## src/pkg/fsw_pkg.sv

```systemverilog
package fsw_pkg;
    localparam int LATCH_COUNT = 16;
    localparam int LATCH_IDX_W = 4;
    localparam int WORD_W = 14;
    localparam int ADDR_W = 15;
    localparam int ROW_W = 11;
    localparam int CNT_W = 17;

    localparam logic [WORD_W-1:0] BLANK_WORD = 14'h3fff;
    localparam logic [ADDR_W-1:0] ADDR_RESET = 15'h0000;
    localparam logic [7:0] KEY_FIRST = 8'h55;
    localparam logic [7:0] KEY_SECOND = 8'haa;
    localparam logic UNIMPL_HIGH = 1'b1;

    // Register selects on the special-function write port
    localparam logic [2:0] SEL_ADDR_LOW = 3'h0;
    localparam logic [2:0] SEL_ADDR_HIGH = 3'h1;
    localparam logic [2:0] SEL_DATA_LOW = 3'h2;
    localparam logic [2:0] SEL_DATA_HIGH = 3'h3;
    localparam logic [2:0] SEL_CONTROL = 3'h4;
    localparam logic [2:0] SEL_KEY = 3'h5;

    // Control register bit positions
    localparam int CTRL_CONFIG_SPACE_SELECT_BIT = 6;
    localparam int CTRL_LATCH_ONLY_SELECT_BIT = 5;
    localparam int CTRL_FREE_BIT = 4;
    localparam int CTRL_WRITE_ERROR_FLAG_BIT = 3;
    localparam int CTRL_WRITE_ENABLE_BIT_BIT = 2;
    localparam int CTRL_WR_BIT = 1;
    localparam int CTRL_RD_BIT = 0;

    // Configuration space word offsets
    localparam logic [3:0] CFG_USER_ID_LAST = 4'h3;
    localparam logic [3:0] CFG_READ_FIRST = 4'h5;
    localparam logic [3:0] CFG_READ_LAST = 4'h9;

    localparam int CLK_FREQ_HZ = 25000000;
    localparam int PROG_TIME_US = 2000;
    localparam int PROG_CYCLES = PROG_TIME_US * (CLK_FREQ_HZ / 1000000);

    typedef logic [WORD_W-1:0] fsw_word_t;
    typedef fsw_word_t [LATCH_COUNT-1:0] fsw_row_t;
    localparam fsw_row_t BLANK_ROW = {LATCH_COUNT{BLANK_WORD}};

    typedef enum logic [1:0] {FSW_IDLE, FSW_NOP1, FSW_NOP2, FSW_STALL} fsw_state_t;
    typedef enum logic [1:0] {KEY_IDLE, KEY_GOT_FIRST, KEY_ARMED} fsw_key_t;

    typedef struct packed {
        logic config_space_select;
        logic latch_only_select;
        logic free;
        logic write_enable_bit;
        logic wr;
        logic rd;
    } fsw_ctrl_t;

    typedef struct packed {
        logic rd;
        logic prog;
        logic erase;
        logic cfg;
        logic [ADDR_W-1:0] addr;
    } fsw_flash_cmd_t;
endpackage

```

## src/core/fsw_sequencer.sv

```systemverilog
`timescale 1ns/100ps
// Summary of operation
// Programming never erases; it only writes latched words into the row.
// Software programs only erased or never-written words.
// An erase clears exactly one addressed row.
// One program operation writes at most the sixteen latches.
// Upper eleven address bits pick the row, low four pick the latch.
// Programming stays within the addressed row, never crossing its boundary.
// Every program or erase end resets all latches to 0x3FFF.
// Latch-only unlocked start copies data pair into latch, no flash cycle.
// Normal unlocked start loads final word then programs whole row.
// Only an uninterrupted unlock sequence loads latches or programs.
// Software sets enable, clears config select, loads latches, steps address.
// Latch load forces two no-op cycles then runs on without stall.
// Row program forces two no-ops, stalls, resumes at third instruction.
// Software should mask interrupts around each unlock sequence.
// Software rewrites partial rows via RAM image, erase, reload, program.
// Config select redirects access to ID and configuration word region.
// User IDs read/write; device, revision and config words read-only.
// Config read outside permitted set clears the data pair to zero.
// Software should verify the programmed row against its RAM copy.
// Unlock is 55h then AAh to the key register, then start bit.
// Starts accepted only with write enable set; enable clear at reset.
// Write error flag marks a program or erase cut short by reset.
// Each latch holds six high-register bits and eight low-register bits.
// Self-timed stall length is a parameter for short simulations.
module fsw_sequencer
    import fsw_pkg::*;
#(
    parameter int PROG_CYCLES_P = PROG_CYCLES
)
(
    input wire logic CLK,
    input wire logic RST_B,
    input wire logic POR_B,
    input wire logic CE,
    input wire logic SFR_WE,
    input wire logic [2:0] SFR_SEL,
    input wire logic [7:0] SFR_WDATA,
    input wire logic IRQ_TAKEN,
    input wire logic [WORD_W-1:0] FLASH_RD_DATA,
    output logic [7:0] PROG_ADDR_HIGH,
    output logic [7:0] PROG_ADDR_LOW,
    output logic [7:0] PROG_DATA_HIGH,
    output logic [7:0] PROG_DATA_LOW,
    output logic [7:0] FLASH_CONTROL,
    output fsw_flash_cmd_t FLASH_CMD,
    output fsw_row_t FLASH_ROW_DATA,
    output logic CPU_FORCE_NOP,
    output logic CPU_STALL
);
    fsw_state_t state_reg, state_next;
    fsw_key_t key_reg, key_next;
    fsw_ctrl_t ctrl_reg, ctrl_next;
    logic [ADDR_W-1:0] addr_reg, addr_next;
    fsw_word_t data_reg, data_next;
    logic [CNT_W-1:0] cnt_reg, cnt_next;
    logic write_error_flag_reg, write_error_flag_next;
    logic op_erase_reg, op_long_reg, op_allow_reg;
    logic prog_reg, erase_reg;

    function automatic logic sfr_hit(input logic we, input logic [2:0] sel,
                                     input logic [2:0] want);
        sfr_hit = we && (sel == want);
    endfunction

    function automatic logic cfg_low(input logic [ADDR_W-1:0] a);
        cfg_low = (a[ADDR_W-1:LATCH_IDX_W] == '0);
    endfunction

    ////////////////////////////////////////////////////////////////////////////////
    // Decode
    wire logic hit_ctrl = sfr_hit(SFR_WE, SFR_SEL, SEL_CONTROL);
    wire logic hit_key = sfr_hit(SFR_WE, SFR_SEL, SEL_KEY);
    wire logic hit_alow = sfr_hit(SFR_WE, SFR_SEL, SEL_ADDR_LOW);
    wire logic hit_ahigh = sfr_hit(SFR_WE, SFR_SEL, SEL_ADDR_HIGH);
    wire logic hit_dlow = sfr_hit(SFR_WE, SFR_SEL, SEL_DATA_LOW);
    wire logic hit_dhigh = sfr_hit(SFR_WE, SFR_SEL, SEL_DATA_HIGH);
    wire logic idle = (state_reg == FSW_IDLE);
    wire logic [3:0] word_sel = addr_reg[LATCH_IDX_W-1:0];
    wire logic cfg_read_ok = cfg_low(addr_reg) &&
        (word_sel <= CFG_USER_ID_LAST ||
         (word_sel >= CFG_READ_FIRST && word_sel <= CFG_READ_LAST));
    wire logic cfg_write_ok = cfg_low(addr_reg) && word_sel <= CFG_USER_ID_LAST;
    // Write enable taken from the same write, as a bit-set leaves it in place
    wire logic start_ok = hit_ctrl && SFR_WDATA[CTRL_WR_BIT] && SFR_WDATA[CTRL_WRITE_ENABLE_BIT_BIT] &&
        key_reg == KEY_ARMED && idle && !IRQ_TAKEN;
    wire logic start_erase = SFR_WDATA[CTRL_FREE_BIT];
    // Latch-only is ignored for erase
    wire logic start_long = start_erase || !SFR_WDATA[CTRL_LATCH_ONLY_SELECT_BIT];
    wire logic start_cfg = SFR_WDATA[CTRL_CONFIG_SPACE_SELECT_BIT];
    wire logic start_allow = start_erase ? !start_cfg : (!start_cfg || cfg_write_ok);
    wire logic rd_start = hit_ctrl && SFR_WDATA[CTRL_RD_BIT] && idle;
    wire logic stall_end = (state_reg == FSW_STALL) && (cnt_reg == '0);
    wire logic load_end = (state_reg == FSW_NOP2) && !op_long_reg;
    wire logic op_done = stall_end || load_end;
    wire logic latch_load = start_ok && !start_erase;

    ////////////////////////////////////////////////////////////////////////////////
    // Unlock key tracking: any other write or a taken interrupt breaks the chain
    always_comb begin
        key_next = key_reg;
        if (IRQ_TAKEN) begin
            key_next = KEY_IDLE;
        end else if (hit_key && SFR_WDATA == KEY_FIRST) begin
            key_next = KEY_GOT_FIRST;
        end else if (hit_key && SFR_WDATA == KEY_SECOND && key_reg == KEY_GOT_FIRST) begin
            key_next = KEY_ARMED;
        end else if (SFR_WE) begin
            key_next = KEY_IDLE;
        end
    end

    always_comb begin
        state_next = state_reg;
        cnt_next = cnt_reg;
        case (state_reg)
            FSW_IDLE: begin
                if (start_ok) begin
                    state_next = FSW_NOP1;
                end
            end
            FSW_NOP1: begin
                state_next = FSW_NOP2;
            end
            FSW_NOP2: begin
                if (op_long_reg) begin
                    state_next = FSW_STALL;
                    cnt_next = CNT_W'(PROG_CYCLES_P - 1);
                end else begin
                    state_next = FSW_IDLE;
                end
            end
            FSW_STALL: begin
                if (cnt_reg == '0) begin
                    state_next = FSW_IDLE;
                end else begin
                    cnt_next = cnt_reg - CNT_W'(1);
                end
            end
            default: begin
                state_next = FSW_IDLE;
            end
        endcase
    end

    always_comb begin
        ctrl_next = ctrl_reg;
        if (hit_ctrl) begin
            ctrl_next.config_space_select = SFR_WDATA[CTRL_CONFIG_SPACE_SELECT_BIT];
            ctrl_next.latch_only_select = SFR_WDATA[CTRL_LATCH_ONLY_SELECT_BIT];
            ctrl_next.free = SFR_WDATA[CTRL_FREE_BIT];
            ctrl_next.write_enable_bit = SFR_WDATA[CTRL_WRITE_ENABLE_BIT_BIT];
        end
        // Start and read bits are set-only, and only take effect when accepted
        ctrl_next.rd = rd_start;
        if (start_ok) begin
            ctrl_next.wr = 1'b1;
        end else if (op_done) begin
            ctrl_next.wr = 1'b0;
        end
        if (stall_end && op_erase_reg) begin
            ctrl_next.free = 1'b0;
        end
    end

    // Raised at every start, dropped on a clean finish, otherwise written by a control register write
    always_comb begin
        write_error_flag_next = write_error_flag_reg;
        if (start_ok) begin
            write_error_flag_next = 1'b1;
        end else if (op_done) begin
            write_error_flag_next = 1'b0;
        end else if (hit_ctrl) begin
            write_error_flag_next = SFR_WDATA[CTRL_WRITE_ERROR_FLAG_BIT];
        end
    end

    always_comb begin
        addr_next = addr_reg;
        data_next = data_reg;
        if (hit_alow) begin
            addr_next[7:0] = SFR_WDATA;
        end
        if (hit_ahigh) begin
            addr_next[ADDR_W-1:8] = SFR_WDATA[6:0];
        end
        if (hit_dlow) begin
            data_next[7:0] = SFR_WDATA;
        end
        if (hit_dhigh) begin
            data_next[WORD_W-1:8] = SFR_WDATA[5:0];
        end
        if (ctrl_reg.rd) begin
            data_next = (ctrl_reg.config_space_select && !cfg_read_ok) ? '0 : FLASH_RD_DATA;
        end
    end

    ////////////////////////////////////////////////////////////////////////////////
    always_ff @(posedge CLK or negedge RST_B) begin
        if (!RST_B) begin
            state_reg <= FSW_IDLE;
            key_reg <= KEY_IDLE;
            ctrl_reg <= '0;
            addr_reg <= ADDR_RESET;
            data_reg <= '0;
            cnt_reg <= '0;
        end else if (CE) begin
            state_reg <= state_next;
            key_reg <= key_next;
            ctrl_reg <= ctrl_next;
            addr_reg <= addr_next;
            data_reg <= data_next;
            cnt_reg <= cnt_next;
        end
    end

    always_ff @(posedge CLK or negedge RST_B) begin
        if (!RST_B) begin
            op_erase_reg <= 1'b0;
            op_long_reg <= 1'b0;
            op_allow_reg <= 1'b0;
            prog_reg <= 1'b0;
            erase_reg <= 1'b0;
        end else if (CE) begin
            if (start_ok) begin
                op_erase_reg <= start_erase;
                op_long_reg <= start_long;
                op_allow_reg <= start_allow;
            end
            // Program path carries no erase pulse
            prog_reg <= state_reg == FSW_NOP2 && op_long_reg && !op_erase_reg &&
                op_allow_reg;
            erase_reg <= state_reg == FSW_NOP2 && op_erase_reg && op_allow_reg;
        end
    end

    // Of the two resets, only power-on clears this, so a cut-short operation stays visible
    always_ff @(posedge CLK or negedge POR_B) begin
        if (!POR_B) begin
            write_error_flag_reg <= 1'b0;
        end else if (CE) begin
            write_error_flag_reg <= write_error_flag_next;
        end
    end

    fsw_latch_bank u_latch_bank (
        .clk(CLK),
        .rst_b(RST_B),
        .ce(CE),
        .load(latch_load),
        .blank_all(stall_end),
        .index(word_sel),
        .word(data_reg),
        .row_data(FLASH_ROW_DATA)
    );

    ////////////////////////////////////////////////////////////////////////////////
    assign PROG_ADDR_LOW = addr_reg[7:0];
    assign PROG_ADDR_HIGH = {UNIMPL_HIGH, addr_reg[ADDR_W-1:8]};
    assign PROG_DATA_LOW = data_reg[7:0];
    assign PROG_DATA_HIGH = {2'h0, data_reg[WORD_W-1:8]};
    assign FLASH_CONTROL = {UNIMPL_HIGH, ctrl_reg.config_space_select, ctrl_reg.latch_only_select, ctrl_reg.free,
                            write_error_flag_reg, ctrl_reg.write_enable_bit, ctrl_reg.wr, ctrl_reg.rd};
    // Row is the upper address bits; the array ignores the low four on program
    assign FLASH_CMD = {ctrl_reg.rd, prog_reg, erase_reg, ctrl_reg.config_space_select, addr_reg};
    assign CPU_FORCE_NOP = (state_reg == FSW_NOP1) || (state_reg == FSW_NOP2);
    assign CPU_STALL = (state_reg == FSW_STALL);

    ////////////////////////////////////////////////////////////////////////////////
    property p_prog_no_erase;
        @(posedge CLK) disable iff (!RST_B || !CE)
        FLASH_CMD.prog |-> !FLASH_CMD.erase ##1 !FLASH_CMD.erase;
    endproperty
    a_prog_no_erase: assert property (p_prog_no_erase) else $error("erase during program");

    property p_erase_once;
        @(posedge CLK) disable iff (!RST_B || !CE)
        FLASH_CMD.erase |-> CPU_STALL ##1 !FLASH_CMD.erase;
    endproperty
    a_erase_once: assert property (p_erase_once) else $error("erase not single pulse");

    property p_latch_only;
        @(posedge CLK) disable iff (!RST_B || !CE)
        start_ok && !start_long |=> CPU_FORCE_NOP[*2] ##1 (!CPU_FORCE_NOP && !CPU_STALL);
    endproperty
    a_latch_only: assert property (p_latch_only) else $error("latch load sequence wrong");

    property p_row_prog;
        @(posedge CLK) disable iff (!RST_B || !CE)
        start_ok && start_long && !start_erase && !start_cfg
            |=> CPU_FORCE_NOP[*2] ##1 (CPU_STALL && FLASH_CMD.prog);
    endproperty
    a_row_prog: assert property (p_row_prog) else $error("row program sequence wrong");

    property p_no_flash_on_load;
        @(posedge CLK) disable iff (!RST_B || !CE)
        start_ok && !start_long |=> (!FLASH_CMD.prog)[*3];
    endproperty
    a_no_flash_on_load: assert property (p_no_flash_on_load) else $error("flash cycle on load");

    property p_irq_breaks;
        @(posedge CLK) disable iff (!RST_B || !CE)
        IRQ_TAKEN |=> !start_ok;
    endproperty
    a_irq_breaks: assert property (p_irq_breaks) else $error("start after interrupt");

    property p_write_enable_bit_gate;
        @(posedge CLK) disable iff (!RST_B || !CE)
        idle && hit_ctrl && !SFR_WDATA[CTRL_WRITE_ENABLE_BIT_BIT] |=> idle && !FLASH_CONTROL[CTRL_WR_BIT];
    endproperty
    a_write_enable_bit_gate: assert property (p_write_enable_bit_gate) else $error("start without enable");

    property p_write_error_flag_set;
        @(posedge CLK) disable iff (!POR_B || !CE)
        start_ok |=> FLASH_CONTROL[CTRL_WRITE_ERROR_FLAG_BIT];
    endproperty
    a_write_error_flag_set: assert property (p_write_error_flag_set) else $error("error flag not raised");

    property p_cfg_write;
        @(posedge CLK) disable iff (!RST_B || !CE)
        FLASH_CMD.prog && FLASH_CMD.cfg |-> cfg_write_ok;
    endproperty
    a_cfg_write: assert property (p_cfg_write) else $error("read-only word programmed");

    property p_cfg_read_zero;
        @(posedge CLK) disable iff (!RST_B || !CE)
        ctrl_reg.rd && ctrl_reg.config_space_select && !cfg_read_ok |=> PROG_DATA_LOW == 8'h00 &&
            PROG_DATA_HIGH == 8'h00;
    endproperty
    a_cfg_read_zero: assert property (p_cfg_read_zero) else $error("bad read not zero");
endmodule

```

## src/core/fsw_latch_bank.sv

```systemverilog
`timescale 1ns/100ps
module fsw_latch_bank
    import fsw_pkg::*;
(
    input wire logic clk,
    input wire logic rst_b,
    input wire logic ce,
    input wire logic load,
    input wire logic blank_all,
    input wire logic [LATCH_IDX_W-1:0] index,
    input wire fsw_word_t word,
    output fsw_row_t row_data
);
    fsw_word_t latch_reg [LATCH_COUNT];

    genvar g;
    generate
        for (g = 0; g < LATCH_COUNT; g++) begin : g_latch
            wire logic sel = load && (index == LATCH_IDX_W'(g));
            always_ff @(posedge clk or negedge rst_b) begin
                if (!rst_b) begin
                    latch_reg[g] <= BLANK_WORD;
                end else if (ce) begin
                    if (blank_all) begin
                        latch_reg[g] <= BLANK_WORD;
                    end else if (sel) begin
                        latch_reg[g] <= word;
                    end
                end
            end
            assign row_data[g] = latch_reg[g];
        end
    endgenerate

    ////////////////////////////////////////////////////////////////////////////////
    property p_latch_load;
        @(posedge clk) disable iff (!rst_b || !ce)
        load && !blank_all |=> row_data[$past(index)] == $past(word);
    endproperty
    a_latch_load: assert property (p_latch_load) else $error("latch not loaded");

    property p_blank;
        @(posedge clk) disable iff (!rst_b || !ce)
        blank_all |=> row_data == BLANK_ROW;
    endproperty
    a_blank: assert property (p_blank) else $error("latches not blanked");
endmodule

```

## config.mk

```make
export PLATFORM = sky130hd
export DESIGN_NAME = fsw_sequencer
export DESIGN_NICKNAME = d
export VERILOG_FILES = /design/src/pkg/fsw_pkg.sv /design/src/core/fsw_sequencer.sv /design/src/core/fsw_latch_bank.sv
export SDC_FILE = /design/constraint.sdc
export NUM_CORES = 1
export LEC_CHECK = 0
export ABC_AREA = 1
export ABC_CLOCK_PERIOD_IN_PS = 2200
export BUFFER_PORTS_ARGS = -buffer_cell sky130_fd_sc_hd__buf_2
export CORE_MARGIN = 5
export CORE_UTILIZATION = 30
export DETAILED_ROUTE_END_ITERATION = 8
export HOLD_SLACK_MARGIN = 0.03
export SYNTH_ARGS = -nofsm -noshare
export SYNTH_HDL_FRONTEND = slang
export SYNTH_SLANG_ARGS = --single-unit
```

## constraint.sdc

```tcl
create_clock -name CLK -period 2.2 [get_ports CLK]
set_clock_uncertainty 0.1 [all_clocks]
set_input_delay 0.33 -clock CLK [delete_from_list [all_inputs] [get_ports CLK]]
set_output_delay 0.33 -clock CLK [all_outputs]
set_load 0.02 [all_outputs]
```

# After elaboration in Yosys (flattened, before gate mapping)
# Index checks and enable logic that the tools add are counted.
[word_totals] input_bits=31 n_memories=0 output_inout_bits=285 latch_bits=0 elab_cells=238 romBits=0 ram_bits=0 register_bits=286
[op_classes] div=0 n_eq_ne=31 n_bitwise=0 order_cmp=3 multipliers=0 n_mux=55 shift=0 reduce_logical=113 add_sub_neg=1
[op_table] cell="$mux 14" n=34
[op_table] cell="$reduce_and 2->1" n=26
[op_table] cell="$logic_and 1x1->1" n=45
[op_table] cell="$reduce_bool 2->1" n=21
[op_table] cell="$mux 17" n=2
[op_table] cell="$pmux 17 s2" n=1
[op_table] cell="$eq 4x4->1 const B" n=8
[op_table] cell="$logic_not 17->1" n=1
[op_table] cell="$sub 17x1->17 const B" n=1
[op_table] cell="$eq 4x3->1 const B" n=4
[op_table] cell="$mux 2" n=8
[op_table] cell="$logic_not 11->1" n=1
[op_table] cell="$eq 4x2->1 const B" n=2
[op_table] cell="$eq 8x7->1 const B" n=1
[op_table] cell="$eq 8x8->1 const B" n=1
[op_table] cell="$mux 8" n=1
[op_table] cell="$pmux 2 s4" n=1
[op_table] cell="$logic_not 1->1" n=7
[op_table] cell="$mux 1" n=7
[op_table] cell="$eq 2x2->1 const B" n=3
[op_table] cell="$eq 3x2->1 const B" n=2
[op_table] cell="$eq 3x3->1 const B" n=2
[op_table] cell="$mux 6" n=1
[op_table] cell="$logic_or 1x1->1" n=5
[op_table] cell="15 further kinds" n=18

# Depth between registers and ports, before layout
# Gate-level depths: netlist (run 1).
[depth] ltp_word=11 mapped_depth=14 mapped_depth_nobuf=12

# Modules after synthesis
# Synthesis (run 1) repeated with hierarchy kept, for this count alone.
[unflattened] cells_unflattened=1567 hier_area_um2=13514.2
[by_module_without_submodules] module="fsw_latch_bank" area_per_inst_um2=9846.9 cells_each=1063 seq_area_each_um2=5885.6 n_inst=1
[by_module_without_submodules] module="fsw_sequencer" area_per_inst_um2=3667.3 cells_each=504 seq_area_each_um2=1551.5 n_inst=1

# Worst setup path after synthesis (run 1)
# Ideal clock, no wire load.
[synth_path] kind="register to register" from="register state_reg[1]" to="register cnt_reg[14]" synth_period_minus_slack_ns=1.928 arrival_time_ns=1.763 required_ns=2.035 path_slack_ns=0.272 n_path_buf=2 stages_incl_launch_ff=10 setup_time_ns=0.065 path_cell_list="dfrtp_1 -> ha_1 -> buf_2 -> inv_1 -> a21oi_1 -> nand3_2 -> inv_2 -> buf_2 -> o21ai_0 -> nand2_1"
[synth_via] elab_chain_len=3 elab_cells_between_ends=7 cone_classes="4 x eq/ne; 1 x mux; 2 x reduce/logical"
[synth_lines] item="start: declaration" line="fsw_sequencer.sv:52" source="fsw_state_t state_reg, state_next;"
[synth_lines] item="start signal: assignment" line="fsw_sequencer.sv:209" source="state_reg <= state_next;"
[synth_lines] item="$eq 2x2->1 (*)"
[synth_lines] item="net CPU_STALL" line="fsw_sequencer.sv:50" source="output logic CPU_STALL"
[synth_lines] item="$ne 2x2->1 (no line) / $reduce_bool 2->1 (equally long branches)"
[synth_lines] item="$reduce_and 4->1 (no line)"
[synth_lines] item="end signal: assignment" line="fsw_sequencer.sv:214" source="cnt_reg <= cnt_next;"
[synth_lines] item="end: declaration" line="fsw_sequencer.sv:57" source="logic [CNT_W-1:0] cnt_reg, cnt_next;"
# Mark *: on every way through the listed nets, which the timed path passes. The rest lies on a longest branch.
# A chain may end at the register's enable or synchronous reset.

# Worst setup path after layout (run 1)
[layout_path] from="register state_reg[1]" to="output port CPU_STALL"
[layout_via] elab_chain_len=1
[layout_lines] item="$eq 2x2->1" line="fsw_sequencer.sv:268" source="assign CPU_STALL = (state_reg == FSW_STALL);"
[layout_lines] item="end: declaration" line="fsw_sequencer.sv:50"
# No other way between the ends.

==> results of run 1 <==
-- kinds of logic after synthesis --
group                      count (synthesis)
muxes                                      1
AOI/OAI and AO/OA                         62
buffers and inverters                    390
xor gates and xnor gates                   9
adders and majority gates                  5
DFF                                      286
other                                      2
and+or+nand+nor                         1013
-- repair_timing --
action / 4_1_cts / 5_1_grt
gates cloned: 0 / 6
hold buffers: 21 / 0
resized for setup: 3 / 29
setup buffers: 1 / 6
endpoints found under the hold margin: 81 / 0
endpoints found under the setup margin: 85 / 243
pin swaps: 1 / 9
-- Yosys cell counts, drive strengths merged, types with 2 or more instances --
cell type / n
a21oi: 16
a31oi: 2
buf: 81
clkbuf: 30
clkinv: 15
conb: 2
dfrtp: 62
dfstp: 224
ha: 5
inv: 264
nand2: 630
nand3: 152
nand4: 123
nor2: 96
nor3: 9
o21ai: 37
o22ai: 2
o31ai: 2
or2: 2
xnor2: 2
xor2: 7
-- worst max-delay path: cells and delay by family, from the launching register on --
kind | cells | cell delay, ns
flip-flops | 1 | 0.39
adder cells (fa/ha/maj) | 1 | 0.36
buffers and inverters | 2 | 0.48
-- worst max-delay path by stage --
stage                     depth (start not counted)                                     to
final                                             3                              CPU_STALL
after floorplan                                   9                cnt_reg[14]$_DFFE_PN0P_
after global routing                              3                              CPU_STALL
after CTS                                        11  u_latch_bank.row_data[74]$_DFFE_PN1P_
after detailed placement                         10  u_latch_bank.row_data[89]$_DFFE_PN1P_
after global placement                           11  u_latch_bank.row_data[39]$_DFFE_PN1P_
-- power by group --
group	internal (mW)	switching, mW
clock network	3.32	2.28
logic	0.576	1.71
registers	5.44	0.190
-- cell type report --
| class | instances | area share (%) |
|---|---|---|
| Clock inverter | 11 | 0.517 |
| Sequential cell | 286 | 41.0 |
| Tap cell | 607 | 4.18 |
| Timing Repair Buffer | 409 | 13.8 |
| Inverter | 279 | 5.77 |
| Multi-Input combinational cell | 1100 | 29.2 |
| Clock buffer | 50 | 5.57 |
-- through the flow --
stage / cell area, sq um / setup slack [ns]
after floorplan: 14200 / 0.272
after global placement: 16500 / -0.0253
after detailed placement: 16500 / -0.0512
after CTS: 17900 / -0.000235
after global routing: 18200 / -0.0663
final: 18200 / 0.0291
-- routing by layer --
| layer | share of wire [%] | wire length, um | global-route usage (%) | vias to the layer above |
|---|---|---|---|---|
| met5 | 0 | 0 | 0 | - |
| met4 | 3.0 | 1460 | 6.27 | 0 |
| met3 | 5.8 | 2850 | 2.88 | 78 |
| met2 | 47 | 23300 | 29.4 | 448 |
| met1 | 44 | 21600 | 24.4 | 6204 |
| li1 | - | - | - | 6173 |
==> run_results.csv, run 1 <==
group,metric,value,unit
final_layout,sequential_cell_area,0.00744,sq mm
synth,synthCells,1768,
clock_network,root_buffer,"clkbuf_16",
final_layout,final_common_cell,"nand2_1",
setup_path,r2r-end,"u_latch_bank.row_data[89]$_DFFE_PN1P_",
sta,rsz0062_at_grt,"yes",
sta,fmax,461,MHz
clock_network,path_clk_slew,0.05,ns
setup_path,critPathMaxStageDelay,0.39,ns
final_layout,drive_gt1_share,34.7,%
routing,drtPass1Iterations,7,
setup_path,r2r_cells,11,
global_routing,first_global_vias,12200,
global_routing,antenna_found_initial,0,
final_layout,multi_input_area,0.00530,sq mm
routing,drtAntennaViolNets,0,
placed_design,placed_cells,2647,
clock_network,cts_sinks,286,
die,core_area,0.0467,sq mm
worst_hold_path,holdPathStages,5,
setup_path,startpoint,"state_reg[1]$_DFFE_PN0P_",
die,die_x,227,um
synth,synth_ff_type,"dfstp_2",
clock_network,insertion_delay,0.52,ns
synth,syn_area,0.0142,sq mm
routing,viasPerCell,4.71,
sta,setup_viol,0,
power,leakage,9.73,nW
setup_path,critPathMaxFanout,11,
global_routing,globalRouteOverflowTotal,0,
synth,syn_avg_cell_area,8.02,sq um
sta,hold_violations,0,
worst_hold_path,hold_class,"in -> reg",
synth,ys_warn_count,0,
sta,slew-limit-headroom,45.3,%
sta,worst_slew_pin_slew,0.821,ns
setup_path,cp-start-kind,"flop",
synth,yosysSeqAreaShare,52.5,%
synth,synth_top_family_by_area,"simple AND/OR/NAND/NOR gates",
placed_design,io_buffers,311,
final_layout,instances_no_fill,2742,
final_layout,largest_reg_flops,224,
setup_path,crit_required,1.77,ns
synth,post-synth-top-area-fraction,41.5,%
routing,post_drt_wl_per_cell,17.9,um
sta,post-route-period-util,98.7,%
routing,drt_iter0_drc,1123,
die,ios,316,
sta,drv_slew,0,
sta,setup_tns,0,ns
setup_path,crit_chain,"ha_2 > buf_4 > buf_2",
synth,synth_mux_area_share,0.0794,%
setup_path,end_kind,"output pin",
power,powerDensity,744,mW/mm^2
clock_network,cts_tree,"built",
setup_path,rrSetupSlack,0.15,ns
setup_path,critical_path_class,"reg -> out",
worst_hold_path,hp-start,"FLASH_RD_DATA[2]",
final_layout,fin_util,38.9,%
synth,synth-simple-area-share,32.3,%
synth,synth-compound-area-share,2.37,%
final_layout,final_cell_mix,"596 x nand2_1, 309 x buf_2, 261 x inv_1",
synth,synth-xor-area-share,0.556,%
synth,synth.distinct_cells,38,
synth,async_flop_share,100,%
clock_network,cts_buffer_depth,3,
synth,synth-adder-area-share,0.441,%
synth,synth-edff-count,0,
routing,drc,0,
power,peakVddDrop,0.463,mV
routing,vias,12900,
final_layout,area_growth,28.1,%
global_routing,grtUsageTotal,18.0,%
final_layout,nets,2146,
die,die_area,0.0517,sq mm
final_layout,antenna_cells,0,
clock_network,h-tree-depth,2,
setup_path,arrival,1.74,ns
setup_path,slowest_stage,"dfrtp_1",
placed_design,dp_hpwl,33800,um
synth,synth_top_cell_by_area,"dfstp_2",
die,start_util,30.4,%
die,num_rows,79,
setup_path,r2r_start,"state_reg[0]$_DFFE_PN0P_",
worst_hold_path,hold_end,"data_reg[2]$_DFFE_PN0P_",
clock_network,numCtsBuffers,34,
run_status,outcome,"completed",
global_routing,grt_max_degree,125,
placed_design,place_congestion,0.835,
flow_run,drv_cap,0,
final_layout,nFillCells,4774,
die,die-height,227,um
global_routing,grt_pass1_wl,72800,um
sta,whs,0.0590,ns
synth,synth_seq_cells,286,
sta,period_needed,2.17,ns
routing,drt-total-wl,49200,um
synth,netlist_top_cells_area,"dfstp_2 42%, nand2_1 16%, dfrtp_1 11%, inv_1 6.9%, nand4_1 5.4%",
power,finalPower,13.5,mW
No activity file was read; power rests on OpenSTA's default activity.
==> inputs of run 2 (changes only) <==
--- a/config.mk
+++ b/config.mk
@@ -9,9 +9,10 @@
 export ABC_CLOCK_PERIOD_IN_PS = 2200
 export BUFFER_PORTS_ARGS = -buffer_cell sky130_fd_sc_hd__buf_2
 export CORE_MARGIN = 5
-export CORE_UTILIZATION = 30
+export CORE_UTILIZATION = 55
 export DETAILED_ROUTE_END_ITERATION = 8
 export HOLD_SLACK_MARGIN = 0.03
+export PLACE_DENSITY = 0.81
 export SYNTH_ARGS = -nofsm -noshare
 export SYNTH_HDL_FRONTEND = slang
 export SYNTH_SLANG_ARGS = --single-unit
==> run_results.csv, run 2 (same netlist as run 1, synthesis figures left out) <==
group,metric,value,unit
run_status,outcome,"completed",
placed_design,post_dp_cell_area,0.0161,sq mm
sta,whs,0.0544,ns
clock_network,cts_buffer_depth,3,
final_layout,final_cell_mix,"593 x nand2_1, 309 x buf_2, 262 x inv_1",
sta,setup_viol,0,
final_layout,drive_gt1_share,34.1,%
final_layout,nets,2128,
global_routing,first_global_vias,13000,
sta,rsz0062_at_grt,"yes",
clock_network,root_buffer,"clkbuf_16",
clock_network,h-tree-depth,1,
routing,drt_iter0_drc,1562,
routing,drtPass1Iterations,5,
placed_design,placed_cells,2362,
final_layout,antenna_cells,0,
placed_design,dp_slack,-0.0258,ns
routing,viasPerCell,5.46,
global_routing,grt_max_degree,85,
worst_hold_path,hold_class,"in -> reg",
setup_path,crit_required,2.59,ns
die,die_area,0.0291,sq mm
final_layout,instances_no_fill,2444,
clock_network,numCtsBuffers,30,
sta,drv_slew,0,
setup_path,cp-start-kind,"flop",
global_routing,grt_pass1_wl,69500,um
clock_network,insertion_delay,0.55,ns
global_routing,antenna_found_initial,0,
die,core_area,0.0253,sq mm
power,powerDensity,746,mW/mm^2
final_layout,area_growth,24.0,%
setup_path,critical_path_class,"reg -> reg",
placed_design,place_congestion,0.893,
placed_design,io_buffers,311,
die,start_util,56.1,%
clock_network,cts_sinks,286,
sta,fmax,482,MHz
die,num_rows,58,
sta,period_needed,2.08,ns
power,peakVddDrop,0.697,mV
final_layout,design_area,0.0176,sq mm
sta,worst_slew_pin_slew,0.570,ns
routing,drt-total-wl,44600,um
routing,post_drt_wl_per_cell,18.2,um
die,ios,316,
sta,post-route-period-util,94.3,%
sta,fin_ws,0.125,ns
global_routing,grtUsageTotal,29.7,%
sta,slew-limit-headroom,62.0,%
global_routing,globalRouteOverflowTotal,0,
final_layout,fin_util,69.6,%
final_layout,final_common_cell,"nand2_1",
final_layout,largest_reg_flops,224,
flow_run,drv_cap,0,
power,leakage,9.68,nW
setup_path,critPathMaxFanout,14,
setup_path,arrival,2.46,ns
routing,vias,13300,
routing,drc,0,
routing,drtAntennaViolNets,0,
setup_path,end_kind,"flop",
clock_network,cts_tree,"built",
die,die_x,171,um
sta,hold_violations,0,
clock_network,path_clk_slew,0.06,ns
placed_design,dp_hpwl,30300,um
die,die-height,171,um
==> run 2: cell types whose count changed in the layout (fill, tap and decap cells not counted), moves of 3 or more <==
cell,change
buf_4,-11
nand2_1,-3
nand2_4,+9
nand2_8,-6
nand3_4,-3
==> run 2: final cells by class <==
cell class | count | area [sq um]
clock inverters | 8 | 115
fillers | 1922 | 7680
clock buffers | 46 | 933
repair buffers | 400 | 2450
multi-input cells | 1095 | 5180
inverters | 279 | 1050
flip-flops and latches | 286 | 7440
well taps | 330 | 413
==> run 2: per-stage QoR <==
stage / setup TNS, ns / total power [mW]
after floorplan: 0 / 6.72
after global placement: 0 / 7.70
after detailed placement: -0.136 / 7.72
final: 0 / 13.1
after CTS: 0 / 13.1
after global routing: -0.496 / 13.5
==> run 2: routing by layer <==
metal	global-route usage, %	vias to the layer above	routed length, um
li1	-	6121	-
met1	38.9	6332	17200
met2	49.0	751	21200
met3	5.57	130	4440
met4	11.8	0	1780
met5	0	-	0
==> run 2: where the power goes <==
| part | switching [mW] | total [mW] | internal (mW) | leakage, nW |
|---|---|---|---|---|
| logic | 1.59 | 2.12 | 0.534 | 6.06 |
| registers | 0.196 | 5.63 | 5.44 | 3.10 |
| clock network | 2.09 | 5.34 | 3.25 | 0.521 |
| total | 3.88 | 13.1 | 9.22 | 9.68 |
==> run 2: critical path, stage by stage, from the launching register on <==
cell,delay [ns]
dfrtp_1,0.40
inv_1,0.11
ha_2,0.24
nand4_1,0.15
nor2_4,0.16
buf_12,0.14
nand3_2,0.10
nor2_2,0.11
buf_4,0.23
nand4_1,0.12
nand2_1,0.12
inv_1,0.04
==> run 2: path summary, 6_finish.rpt <==
check	from	end	slack (ns)	cells after the start
max in group asynchronous	RST_B	u_latch_bank.row_data[15]$_DFFE_PN1P_	0.97	3
max	state_reg[0]$_DFFE_PN0P_	u_latch_bank.row_data[86]$_DFFE_PN1P_	0.12	11
min reg2reg	u_latch_bank.row_data[222]$_DFFE_PN1P_	u_latch_bank.row_data[222]$_DFFE_PN1P_	0.36	2
min	FLASH_RD_DATA[11]	data_reg[11]$_DFFE_PN0P_	0.05	5
max reg2reg	state_reg[0]$_DFFE_PN0P_	u_latch_bank.row_data[86]$_DFFE_PN1P_	0.12	11
min in group asynchronous	POR_B	write_error_flag_reg$_DFFE_PN0P_	0.54	3
==> run 2: timing repair <==
action / 4_1_cts / 5_1_grt
gates cloned: 0 / 2
resized for setup: 2 / 25
endpoints found under the hold margin: 81 / 0
buffers inserted: 0 / 4
pin swaps: 0 / 4
setup endpoints to repair: 13 / 223
hold buffers: 22 / 0
==> inputs of run 3 (changes only) <==
--- a/config.mk
+++ b/config.mk
@@ -6,13 +6,14 @@
 export NUM_CORES = 1
 export LEC_CHECK = 0
 export ABC_AREA = 1
-export ABC_CLOCK_PERIOD_IN_PS = 2200
+export ABC_CLOCK_PERIOD_IN_PS = 1700
 export BUFFER_PORTS_ARGS = -buffer_cell sky130_fd_sc_hd__buf_2
 export CORE_MARGIN = 5
-export CORE_UTILIZATION = 55
+export CORE_UTILIZATION = 51
+export CTS_BUF_LIST = sky130_fd_sc_hd__clkbuf_4
 export DETAILED_ROUTE_END_ITERATION = 8
 export HOLD_SLACK_MARGIN = 0.03
-export PLACE_DENSITY = 0.81
+export PLACE_DENSITY = 0.79
 export SYNTH_ARGS = -nofsm -noshare
 export SYNTH_HDL_FRONTEND = slang
 export SYNTH_SLANG_ARGS = --single-unit
==> constraint.sdc (replaced) <==
create_clock -name CLK -period 1.7 [get_ports CLK]
set_clock_uncertainty 0.1 [all_clocks]
set_input_delay 0.255 -clock CLK [delete_from_list [all_inputs] [get_ports CLK]]
set_output_delay 0.255 -clock CLK [all_outputs]
set_load 0.02 [all_outputs]
==> run_results.csv, run 3 (same netlist as run 1, synthesis figures left out) <==
group,metric,value,unit
sta,whs,0.0772,ns
final_layout,area_growth,37.9,%
flow_run,drv_cap,0,
setup_path,crit_chain,"inv_2 > ha_4 > inv_2 > nor2_4 > nand2_2 > nor2_4 > nand3_4 > buf_12 > buf_12 > clkbuf_16 > nand4_1 > nand2_1 > inv_1",
setup_path,cp-start-kind,"flop",
die,die_area,0.0312,sq mm
setup_path,arrival,2.54,ns
setup_path,crit_required,2.21,ns
final_layout,sequential_cell_area,0.00744,sq mm
clock_network,cts_sinks,286,
run_status,violations,"setup timing",
global_routing,first_global_vias,13800,
final_layout,drive_gt1_share,43.3,%
routing,vias,14400,
worst_hold_path,hold_class,"in -> reg",
sta,slew-limit-headroom,56.2,%
sta,setup_tns,-66.21,ns
sta,drv_slew,0,
routing,viasPerCell,5.34,
routing,post_drt_wl_per_cell,18.2,um
clock_network,h-tree-depth,3,
routing,drtAntennaViolNets,0,
sta,rsz0062_at_grt,"yes",
sta,setup_viol,464,
setup_path,critPathMaxFanout,6,
final_layout,largest_reg_flops,224,
run_status,outcome,"finished, violations left",
clock_network,numCtsBuffers,75,
routing,drtPass1Iterations,6,
final_layout,final_common_cell,"nand2_1",
final_layout,final_cell_mix,"538 x nand2_1, 307 x buf_2, 251 x inv_1",
setup_path,end_kind,"flop",
clock_network,insertion_delay,0.67,ns
routing,drc,0,
setup_path,critPathMaxStageDelay,0.39,ns
sta,hold_violations,0,
placed_design,dp_hpwl,31200,um
final_layout,multi_input_area,0.00581,sq mm
power,powerDensity,850,mW/mm^2
power,peakVddDrop,0.666,mV
final_layout,design_area,0.0195,sq mm
placed_design,io_buffers,311,
sta,fin_ws,-0.334,ns
clock_network,cts_tree,"built",
final_layout,nets,2306,
setup_path,slowest_stage,"dfrtp_1",
global_routing,grtUsageTotal,29.3,%
global_routing,antenna_found_initial,1,
die,die_x,177,um
final_layout,nFillCells,2051,
clock_network,root_buffer,"clkbuf_4",
clock_network,path_clk_slew,0.07,ns
global_routing,grt_max_degree,113,
sta,worst_slew_pin_slew,0.657,ns
sta,fmax,492,MHz
clock_network,cts_buffer_depth,3,
setup_path,critical_path_class,"reg -> reg",
power,leakage,10.6,nW
routing,drt_iter0_drc,1543,
placed_design,post_dp_cell_area,0.0171,sq mm
die,ios,316,
die,num_rows,61,
die,start_util,51.3,%
sta,period_needed,2.03,ns
die,core_area,0.0276,sq mm
die,die-height,177,um
sta,post-route-period-util,120,%
global_routing,grt_pass1_wl,73200,um
power,finalPower,16.6,mW
global_routing,globalRouteOverflowTotal,0,
routing,drt-total-wl,49100,um
placed_design,place_congestion,0.951,
==> run 3: worst max-delay path: cells and delay by family (launching register included) <==
kind,cells,cell delay [ns]
and+or+nand+nor,6,0.61
buffers and inverters,6,0.72
DFF,1,0.39
adders and majority gates,1,0.14
==> run 3: cell type report <==
type	instances	share of cell area [%]
flip-flops and latches	286	38.1
multi-input cells	1102	29.7
repair buffers	525	19.7
inverters	279	5.40
clock buffers	111	4.26
well taps	378	2.42
clock inverters	10	0.352
repair inverters	1	0.0448
diodes	1	0.0128
==> run 3: path summary, 6_finish.rpt <==
path	from	end	slack, ns	depth (start not counted)
max	cnt_reg[1]$_DFFE_PN0P_	u_latch_bank.row_data[31]$_DFFE_PN1P_	-0.33	13
min	SFR_SEL[1]	key_reg[1]$_DFFE_PN0P_	0.08	7
max reg2reg	cnt_reg[1]$_DFFE_PN0P_	u_latch_bank.row_data[31]$_DFFE_PN1P_	-0.33	13
min reg2reg	u_latch_bank.row_data[174]$_DFFE_PN1P_	u_latch_bank.row_data[174]$_DFFE_PN1P_	0.36	2
max in group asynchronous	RST_B	cnt_reg[5]$_DFFE_PN0P_	0.58	3
min in group asynchronous	RST_B	u_latch_bank.row_data[197]$_DFFE_PN1P_	0.32	2
==> run 3: what timing repair did <==
| action | CTS | global route |
|---|---|---|
| resized for setup | 86 | 112 |
| buffers inserted | 19 | 11 |
| hold buffers | 31 | 0 |
| hold endpoints to repair | 264 | 0 |
| setup endpoints to repair | 487 | 505 |
| gates cloned | 10 | 8 |
| pin swaps | 67 | 55 |
==> run 3: metrics by stage <==
step,setup slack [ns],utilization [%],instances
2_1_floorplan,-0.0664,-,1770
3_3_place_gp,-0.185,61.8,2495
3_5_place_dp,-0.301,61.8,2495
4_1_cts,-0.285,68.3,2674
5_1_grt,-0.389,70.7,2693
6_report,-0.334,70.7,2693
==> run 3: metal layers <==
| layer | track usage (%) | wire [um] | share of wire (%) | vias up |
|---|---|---|---|---|
| met5 | 0 | 0 | 0 | - |
| met4 | 13.4 | 2090 | 4.3 | 0 |
| met3 | 6.49 | 4990 | 10 | 149 |
| met2 | 46.1 | 23000 | 47 | 889 |
| met1 | 39.0 | 19000 | 39 | 6812 |
| li1 | - | - | - | 6535 |
==> run 3: report_power, final <==
group	total (mW)	switching, mW	internal, mW
Sequential	7.28	0.244	7.04
Clock	5.89	2.79	3.11
Combinational	3.43	2.37	1.06
Total	16.6	5.40	11.2
